<file path="config.mk">
export PLATFORM = sky130hd
export DESIGN_NAME = wire_framer
export DESIGN_NICKNAME = d
export VERILOG_FILES = /design/src/rtl/link_pkg.sv /design/src/rtl/skid_buf2.sv /design/src/rtl/wire_framer.sv
export SDC_FILE = /design/constraint.sdc
export NUM_CORES = 1
export LEC_CHECK = 0
export BUFFER_PORTS_ARGS = -buffer_cell sky130_fd_sc_hd__buf_4
export CORE_UTILIZATION = 65
export DETAILED_ROUTE_END_ITERATION = 12
export GPL_ROUTABILITY_DRIVEN = 0
export PLACE_DENSITY = 0.85
export SLEW_MARGIN = 10
export SYNTH_ARGS = -nofsm -noshare
export SYNTH_HDL_FRONTEND = slang
export SYNTH_HIERARCHICAL = 1
export SYNTH_SLANG_ARGS = --single-unit
</file>
<file path="constraint.sdc">
create_clock -name clk_in -period 8.75 [get_ports clk_in]
set_input_delay 0.875 -clock clk_in [delete_from_list [all_inputs] [get_ports clk_in]]
set_output_delay 0.875 -clock clk_in [all_outputs]
set_load 0.005 [all_outputs]
</file>
<file path="src/rtl/link_pkg.sv">
// Shared constants, carrier types and CRC helpers for the single-wire framing block
package link_pkg;
  // ROM-level commands
  localparam logic [7:0] ROM_READ_CMD = 8'h33;
  localparam logic [7:0] ROM_MATCH_CMD = 8'h55;
  localparam logic [7:0] ROM_SKIP_CMD = 8'hCC;
  // Function commands
  localparam logic [7:0] FN_WRITE_CMD = 8'hCC;
  localparam logic [7:0] FN_READ_CMD = 8'h33;
  localparam logic [7:0] FN_CONVERT_CMD = 8'h44;
  localparam logic [7:0] FN_SOFT_RESET_CMD = 8'h82;
  // Reflected generator forms, shifted LSB first
  localparam logic [7:0] CRC8_POLY_REFL = 8'h8C;
  localparam logic [15:0] CRC16_POLY_REFL = 16'hA001;
  localparam logic [7:0] CRC8_INIT = 8'h00;
  localparam logic [15:0] CRC16_INIT = 16'h0000;
  // Identification code layout
  localparam int ROM_BODY_BITS = 56;
  localparam int FAMILY_LSB = 0;
  localparam int SERIAL_LSB = 8;
  localparam int CHECK_LSB = 56;
  localparam logic [7:0] ROM_LAST_BYTE = 8'h07;

  typedef struct packed {
    logic [7:0] data;
    logic conv_tag;
  } tx_item_t;

  typedef struct packed {
    logic wr;
    logic rd;
    logic [7:0] addr;
    logic [7:0] wdata;
  } reg_req_t;

  function automatic logic [7:0] crc8_rom(input logic [55:0] body);
    logic [7:0] c;
    logic fb;
    c = CRC8_INIT;
    for (int i = 0; i < ROM_BODY_BITS; i++) begin
      fb = c[0] ^ body[i];
      c = c >> 1;
      if (fb) begin
        c = c ^ CRC8_POLY_REFL;
      end
    end
    return c;
  endfunction

  function automatic logic [15:0] crc16_byte(input logic [15:0] crc, input logic [7:0] d);
    logic [15:0] c;
    logic fb;
    c = crc;
    for (int i = 0; i < 8; i++) begin
      fb = c[0] ^ d[i];
      c = c >> 1;
      if (fb) begin
        c = c ^ CRC16_POLY_REFL;
      end
    end
    return c;
  endfunction
endpackage

</file>
<file path="src/rtl/skid_buf2.sv">
// Two-entry buffer on the transmit byte path, head entry drives the outputs
module skid_buf2
  import link_pkg::*;
(
  // Clock and reset
  input wire logic clk_in,
  input wire logic nrst_in,
  input wire logic flush_in,
  // Fill side
  input wire logic in_valid_in,
  input wire tx_item_t in_item_in,
  output logic in_ready_out,
  // Drain side
  output logic out_valid_out,
  output tx_item_t out_item_out,
  input wire logic out_ready_in
);
  tx_item_t head_r, head_nxt, tail_r, tail_nxt;
  logic head_v_r, head_v_nxt, tail_v_r, tail_v_nxt;
  logic push, pop;

  always_comb begin
    push = in_valid_in & ~tail_v_r;
    pop = head_v_r & out_ready_in;
    head_nxt = head_r;
    tail_nxt = tail_r;
    head_v_nxt = head_v_r;
    tail_v_nxt = tail_v_r;
    if (flush_in) begin
      head_v_nxt = 1'b0;
      tail_v_nxt = 1'b0;
    end else if (pop) begin
      if (tail_v_r) begin
        head_nxt = tail_r;
        tail_v_nxt = 1'b0;
      end else if (push) begin
        head_nxt = in_item_in;
      end else begin
        head_v_nxt = 1'b0;
      end
    end else if (push) begin
      if (!head_v_r) begin
        head_nxt = in_item_in;
        head_v_nxt = 1'b1;
      end else begin
        tail_nxt = in_item_in;
        tail_v_nxt = 1'b1;
      end
    end
  end

  always_ff @(posedge clk_in or negedge nrst_in) begin
    if (!nrst_in) begin
      head_r <= '0;
      tail_r <= '0;
      head_v_r <= 1'b0;
      tail_v_r <= 1'b0;
    end else begin
      head_r <= head_nxt;
      tail_r <= tail_nxt;
      head_v_r <= head_v_nxt;
      tail_v_r <= tail_v_nxt;
    end
  end

  assign in_ready_out = ~tail_v_r;
  assign out_valid_out = head_v_r;
  assign out_item_out = head_r;
endmodule

</file>
<file path="src/rtl/wire_framer.sv">
// Byte-level framing: identification code, register commands and command CRC
// Functional notes
// - Identification code: family byte low, 48-bit serial, check byte on top.
// - Check byte is the 8-bit CRC of the lower 56 code bits.
// - Code sent byte 0 first, each byte least significant bit first.
// - Registers written only by command 0xCC, read only by 0x33.
// - Sequences run to the end regardless of any CRC outcome.
// - Check byte generator is x^8+x^5+x^4+1 as XOR feedback shift register.
// - Command CRC covers command, address, length and all data bytes.
// - Inverted 16-bit CRC sent at sequence end, low byte first, LSB first.
// - Command CRC generator is x^16+x^15+x^2+1, cleared to zero.
// - Convert returns CRC bytes 0xCCFF; conversion starts after second byte read.
// - Length byte carries byte count minus one.
// - Each transaction starts with bus reset and presence before ROM commands.
// - Soft reset 0x82 restores configuration, answers inverted CRC, goes standby.
module wire_framer
  import link_pkg::*;
#(
  parameter logic [7:0] FAMILY_CODE = 8'h3A, // Arbitrary value
  parameter logic [47:0] SERIAL_NUM = 48'h0123456789AB // Arbitrary value
)
(
  // Clock and reset
  input wire logic clk_in,
  input wire logic nrst_in,
  // Link front end, same clock
  input wire logic bus_reset_in,
  input wire logic rx_valid_in,
  input wire logic [7:0] rx_data_in,
  output logic tx_valid_out,
  output logic [7:0] tx_data_out,
  input wire logic tx_ready_in,
  // Register file port
  output reg_req_t reg_req_out,
  input wire logic [7:0] reg_rdata_in,
  // Device events
  output logic conv_start_out,
  output logic soft_reset_out
);
  typedef enum logic [13:0] {
    S_IDLE     = 14'h0001,
    S_ROM_CMD  = 14'h0002,
    S_ROM_MTCH = 14'h0004,
    S_ROM_SEND = 14'h0008,
    S_FN_CMD   = 14'h0010,
    S_FN_ADDR  = 14'h0020,
    S_FN_LEN   = 14'h0040,
    S_FN_WDATA = 14'h0080,
    S_FN_RREQ  = 14'h0100,
    S_FN_RCAP  = 14'h0200,
    S_FN_RSEND = 14'h0400,
    S_CRC_LO   = 14'h0800,
    S_CRC_HI   = 14'h1000,
    S_HALT     = 14'h2000
  } state_t;

  localparam logic [55:0] ROM_BODY = {SERIAL_NUM, FAMILY_CODE};
  localparam logic [63:0] ROM_CODE = {crc8_rom(ROM_BODY), ROM_BODY};

  state_t state_r, state_nxt;
  logic [7:0] cnt_r, cnt_nxt, cmd_r, cmd_nxt, addr_r, addr_nxt, len_r, len_nxt, byte_r, byte_nxt;
  logic [15:0] crc_r, crc_nxt;
  logic match_r, match_nxt;
  reg_req_t reg_r, reg_nxt;
  logic conv_r, conv_nxt, soft_r, soft_nxt;
  logic push;
  tx_item_t push_item, head_item;
  logic buf_ready, head_valid;
  logic [7:0] rom_byte;
  assign rom_byte = ROM_CODE[cnt_r[2:0]*8 +: 8];

  always_comb begin
    state_nxt = state_r;
    cnt_nxt = cnt_r;
    cmd_nxt = cmd_r;
    addr_nxt = addr_r;
    len_nxt = len_r;
    byte_nxt = byte_r;
    crc_nxt = crc_r;
    match_nxt = match_r;
    reg_nxt = '0;
    soft_nxt = 1'b0;
    push = 1'b0;
    push_item = '0;
    conv_nxt = head_valid & tx_ready_in & head_item.conv_tag;
    case (state_r)
      S_ROM_CMD: if (rx_valid_in) begin
        cnt_nxt = 8'h00;
        match_nxt = 1'b1;
        if (rx_data_in == ROM_READ_CMD) begin
          state_nxt = S_ROM_SEND;
        end else if (rx_data_in == ROM_MATCH_CMD) begin
          state_nxt = S_ROM_MTCH;
        end else if (rx_data_in == ROM_SKIP_CMD) begin
          state_nxt = S_FN_CMD;
        end else begin
          state_nxt = S_HALT;
        end
      end
      S_ROM_MTCH: if (rx_valid_in) begin
        match_nxt = match_r & (rx_data_in == rom_byte);
        cnt_nxt = cnt_r + 8'h01;
        if (cnt_r == ROM_LAST_BYTE) begin
          state_nxt = match_nxt ? S_FN_CMD : S_HALT;
        end
      end
      S_ROM_SEND: if (buf_ready) begin
        push = 1'b1;
        push_item.data = rom_byte;
        cnt_nxt = cnt_r + 8'h01;
        if (cnt_r == ROM_LAST_BYTE) begin
          state_nxt = S_FN_CMD;
        end
      end
      S_FN_CMD: if (rx_valid_in) begin
        cmd_nxt = rx_data_in;
        crc_nxt = crc16_byte(CRC16_INIT, rx_data_in);
        if (rx_data_in == FN_WRITE_CMD || rx_data_in == FN_READ_CMD) begin
          state_nxt = S_FN_ADDR;
        end else if (rx_data_in == FN_CONVERT_CMD) begin
          state_nxt = S_CRC_LO;
        end else if (rx_data_in == FN_SOFT_RESET_CMD) begin
          soft_nxt = 1'b1;
          state_nxt = S_CRC_LO;
        end else begin
          state_nxt = S_HALT;
        end
      end
      S_FN_ADDR: if (rx_valid_in) begin
        addr_nxt = rx_data_in;
        crc_nxt = crc16_byte(crc_r, rx_data_in);
        state_nxt = S_FN_LEN;
      end
      S_FN_LEN: if (rx_valid_in) begin
        len_nxt = rx_data_in;
        cnt_nxt = 8'h00;
        crc_nxt = crc16_byte(crc_r, rx_data_in);
        state_nxt = (cmd_r == FN_WRITE_CMD) ? S_FN_WDATA : S_FN_RREQ;
      end
      S_FN_WDATA: if (rx_valid_in) begin
        reg_nxt.wr = 1'b1;
        reg_nxt.addr = addr_r + cnt_r;
        reg_nxt.wdata = rx_data_in;
        crc_nxt = crc16_byte(crc_r, rx_data_in);
        cnt_nxt = cnt_r + 8'h01;
        if (cnt_r == len_r) begin
          state_nxt = S_CRC_LO;
        end
      end
      S_FN_RREQ: begin
        reg_nxt.rd = 1'b1;
        reg_nxt.addr = addr_r + cnt_r;
        state_nxt = S_FN_RCAP;
      end
      S_FN_RCAP: begin
        byte_nxt = reg_rdata_in;
        state_nxt = S_FN_RSEND;
      end
      S_FN_RSEND: if (buf_ready) begin
        push = 1'b1;
        push_item.data = byte_r;
        crc_nxt = crc16_byte(crc_r, byte_r);
        cnt_nxt = cnt_r + 8'h01;
        state_nxt = (cnt_r == len_r) ? S_CRC_LO : S_FN_RREQ;
      end
      S_CRC_LO: if (buf_ready) begin
        push = 1'b1;
        push_item.data = ~crc_r[7:0];
        state_nxt = S_CRC_HI;
      end
      S_CRC_HI: if (buf_ready) begin
        push = 1'b1;
        push_item.data = ~crc_r[15:8];
        push_item.conv_tag = (cmd_r == FN_CONVERT_CMD);
        state_nxt = S_IDLE;
      end
      default: begin
      end
    endcase
    if (bus_reset_in) begin
      state_nxt = S_ROM_CMD;
      push = 1'b0;
      reg_nxt = '0;
      soft_nxt = 1'b0;
    end
  end

  always_ff @(posedge clk_in or negedge nrst_in) begin
    if (!nrst_in) begin
      state_r <= S_IDLE;
      cnt_r <= 8'h00;
      cmd_r <= 8'h00;
      addr_r <= 8'h00;
      len_r <= 8'h00;
      byte_r <= 8'h00;
      crc_r <= CRC16_INIT;
      match_r <= 1'b0;
      reg_r <= '0;
      conv_r <= 1'b0;
      soft_r <= 1'b0;
    end else begin
      state_r <= state_nxt;
      cnt_r <= cnt_nxt;
      cmd_r <= cmd_nxt;
      addr_r <= addr_nxt;
      len_r <= len_nxt;
      byte_r <= byte_nxt;
      crc_r <= crc_nxt;
      match_r <= match_nxt;
      reg_r <= reg_nxt;
      conv_r <= conv_nxt;
      soft_r <= soft_nxt;
    end
  end

  skid_buf2 u_txbuf (
    .clk_in(clk_in),
    .nrst_in(nrst_in),
    .flush_in(bus_reset_in),
    .in_valid_in(push),
    .in_item_in(push_item),
    .in_ready_out(buf_ready),
    .out_valid_out(head_valid),
    .out_item_out(head_item),
    .out_ready_in(tx_ready_in)
  );

  assign tx_valid_out = head_valid;
  assign tx_data_out = head_item.data;
  assign reg_req_out = reg_r;
  assign conv_start_out = conv_r;
  assign soft_reset_out = soft_r;
endmodule

</file>
==> impl_metrics.tcl <==
set metrics [dict create \
    drc_errors 0 \
    diodes 0 \
    gr-total-overflow 0 \
    finalSetupTns_ps 0 \
    cts_buffer_depth 2 \
    vias 5450 \
    top_layer_used "met4" \
    tritoncts "yes" \
    cts_hold_buf 0 \
    required_ps 9020 \
    met1_length_mm 6.84 \
    status "finished, final reports clean" \
    synth-adder-area-share 0.0499 \
    netlist_area_mm2 0.00687 \
    die_w_um 105 \
    ir_worst_vdd_mv 0.319 \
    final_common_cell "dfrtp_1" \
    wl_mm 16.2 \
    syn_to_final_growth_pct 8.55 \
    syn_area_per_cell_um2 9.78 \
    synth_cells 703 \
    yosysUniqueCellTypes 69 \
    cts_made_buffers 9 \
    finalCritPeriodShare 0.422 \
    synth_compound_gate_area_share 0.132 \
    chipHeight_um 105 \
    hpwl_mm 11.7 \
    post-route-min-period_ps 3690 \
    clock.fmax_mhz 271 \
    port_buffers 49 \
    synth_xor_xnor_area_share 0.105 \
    seq_area_frac_synth 0.404 \
    worstSetupStartpoint "state_r[5]" \
    wl_per_cell_um 18.8 \
    cp-end-kind "flip-flop" \
    skew_ps 14.4 \
    synth-async-reset-ratio 1.00 \
    hold_viol_final 0 \
    grt_pass1_wl_mm 27.2 \
    max_cap_violations 0 \
    synth-simple-area-share 0.187 \
    p_per_area_mw_per_mm2 227 \
    timing.rr.start "state_r[5]" \
    cp.arrival_ps 3960 \
    p_total_w 0.00170 \
    setup_viol 0 \
    clk_pin_slew_ps 110 \
    synth_flop_cell "dfrtp_1" \
    cts_htree_levels 3 \
    grt_start_max_net_pins 80 \
    crit_type "reg -> reg" \
    grt_pass1_vias 5474 \
    worstSetupStartpointType "flip-flop" \
    start_util 0.669 \
    endpoint "u_txbuf/tail_r[0]" \
    clk_latency_ps 380 \
    worst-slew-pin-transition_ps 971 \
    path_max_fanout 16 \
    muxShareOfSynthArea 0.0850 \
    leakage_nw 3.42 \
    clock_sinks 111 \
    firstDrtPassIters 5 \
    synth_top_family_by_area "simple AND/OR/NAND/NOR gates" \
    drv_slew 0 \
    rsz0062_at_grt "no" \
    post-place-cells 848 \
    ys_ff_latch 111 \
    yosysWarnings 6 \
    drive_gt1_frac 0.176 \
    cts-root-buf "clkbuf_8" \
    dpl_worst_slack_ps 5210 \
    reg2reg_depth 8 \
    post_cts_buffers 0 \
    antenna_found_initial 0 \
    r2r_slack_ps 5060 \
    holdCritPathClass "in -> async" \
    cts_resized 0 \
    slew_headroom 0.353 \
    met3_wirelength_mm 1.08 \
    ant_nets 0 \
    core_mm2 0.0103 \
    synth-edff-count 0 \
    syn_nets 750 \
    drtIter0Drc 455 \
    io_pins 50 \
    die_area_mm2 0.0110 \
    final_cells 864 \
    track_usage 0.313 \
    met2_length_mm 7.69 \
    finalWorstSetupSlack_ps 5060 \
    avgViaCountPerCell 6.31 \
    reg2reg_to "u_txbuf/tail_r[0]" \
    fin_nets 770 \
    final_cell_mix "dfrtp_1 (110), nand2_1 (62), nor2_1 (57), xnor2_1 (55), o21ai_0 (53)" \
    rows 37 \
]
==> synth_stat cells, drive strengths merged, types with 3 or more instances <==
| library cell | number | share of area |
|---|---|---|
| dfrtp | 110 | 0.40 |
| nand2 | 64 | 0.036 |
| nor2 | 57 | 0.031 |
| xnor2 | 55 | 0.070 |
| o21ai | 54 | 0.039 |
| mux2 | 43 | 0.075 |
| clkbuf | 36 | 0.020 |
| a21oi | 26 | 0.019 |
| ha | 25 | 0.046 |
| inv | 22 | 0.012 |
| xor2 | 17 | 0.022 |
| nand3 | 15 | 0.012 |
| and2 | 12 | 0.011 |
| o22ai | 12 | 0.011 |
| a211oi | 11 | 0.013 |
| nand2b | 11 | 0.011 |
| nand4 | 10 | 0.0091 |
| nor2b | 10 | 0.0091 |
| a221oi | 8 | 0.013 |
| nor3 | 8 | 0.0075 |
| mux2i | 7 | 0.010 |
| nor4b | 7 | 0.013 |
| o31ai | 7 | 0.0076 |
| and3 | 6 | 0.0055 |
| buf | 6 | 0.0053 |
| and4 | 5 | 0.0064 |
| nor4 | 5 | 0.0098 |
| or3 | 5 | 0.0046 |
| nand3b | 4 | 0.0044 |
| nor3b | 4 | 0.0051 |
| o21bai | 4 | 0.0044 |
| or4 | 4 | 0.0044 |
| a21o | 3 | 0.0033 |
| o221ai | 3 | 0.0038 |
==> metrics by stage <==
| stage | hold slack (ps) | util | area (µm²) |
|---|---|---|---|
| 2_1_floorplan | 441 | - | 6870 |
| 4_1_cts | 413 | 0.726 | 7460 |
| 3_5_place_dp | 470 | 0.706 | 7260 |
| 6_report | 407 | 0.726 | 7460 |
| 3_3_place_gp | 459 | 0.706 | 7260 |
| 5_1_grt | 433 | 0.726 | 7460 |
==> final cells by class <==
type,instances,area [µm²]
timing repair buffer,51,383
multi-input combinational,528,3850
fill,759,2820
clock buffer,12,165
inverter,22,82.6
tap,136,170
clock inverter,4,36.3
sequential,111,2780
==> registers in the layout, indices dropped and copies added (netlist names), 8 cells and up <==
name	flops
u_txbuf/tail_r	9
addr_r	8
state_r	14
byte_r	8
reg_req_out	18
u_txbuf/out_item_out	9
cmd_r	8
len_r	8
crc_r	16
cnt_r	8
==> logic make-up (layout without fill, tap and decap cells) <==
family                     after synthesis  after routing
AOI/OAI and AO/OA                      143            143
muxes                                   50             50
adders and majority gates               27             27
xor gates and xnor gates                76             76
buffers and inverters                   64             89
DFF                                    111            111
and+or+nand+nor                        232            232
==> worst max-delay path, stage by stage, from the launching register on <==
cell	delay [ps]
dfrtp_1	530
nor4_2	540
and4_1	670
a221oi_1	140
nand2b_1	330
nor2_1	270
nand2b_4	110
nor4b_4	570
mux2_2	420
==> power breakdown <==
group,switching (W),leakage (nW),internal [W]
sequential,0.0000785,1.50,0.000576
combinational,0.000397,1.82,0.000334
clock,0.000180,0.101,0.000130
==> routing by layer <==
| metal | global-route usage | vias up |
|---|---|---|
| li1 | - | 2509 |
| met1 | 0.411 | 2635 |
| met2 | 0.507 | 255 |
| met3 | 0.0455 | 51 |
| met4 | 0.159 | 0 |
| met5 | 0 | - |
==> worst min path at each step <==
stage / startpoint / cells past startpoint / slack (ps) / end
after global placement: cmd_r[4] / 2 / 460 / cmd_r[4]
final: nrst_in / 1 / 410 / reg_req_out[13]
after CTS: nrst_in / 1 / 410 / reg_req_out[13]
after detailed placement: cmd_r[2] / 2 / 470 / cmd_r[2]
after floorplan: cmd_r[4] / 2 / 440 / cmd_r[4]
after global routing: nrst_in / 1 / 430 / reg_req_out[12]
No activity file was read; power rests on OpenSTA's default activity.
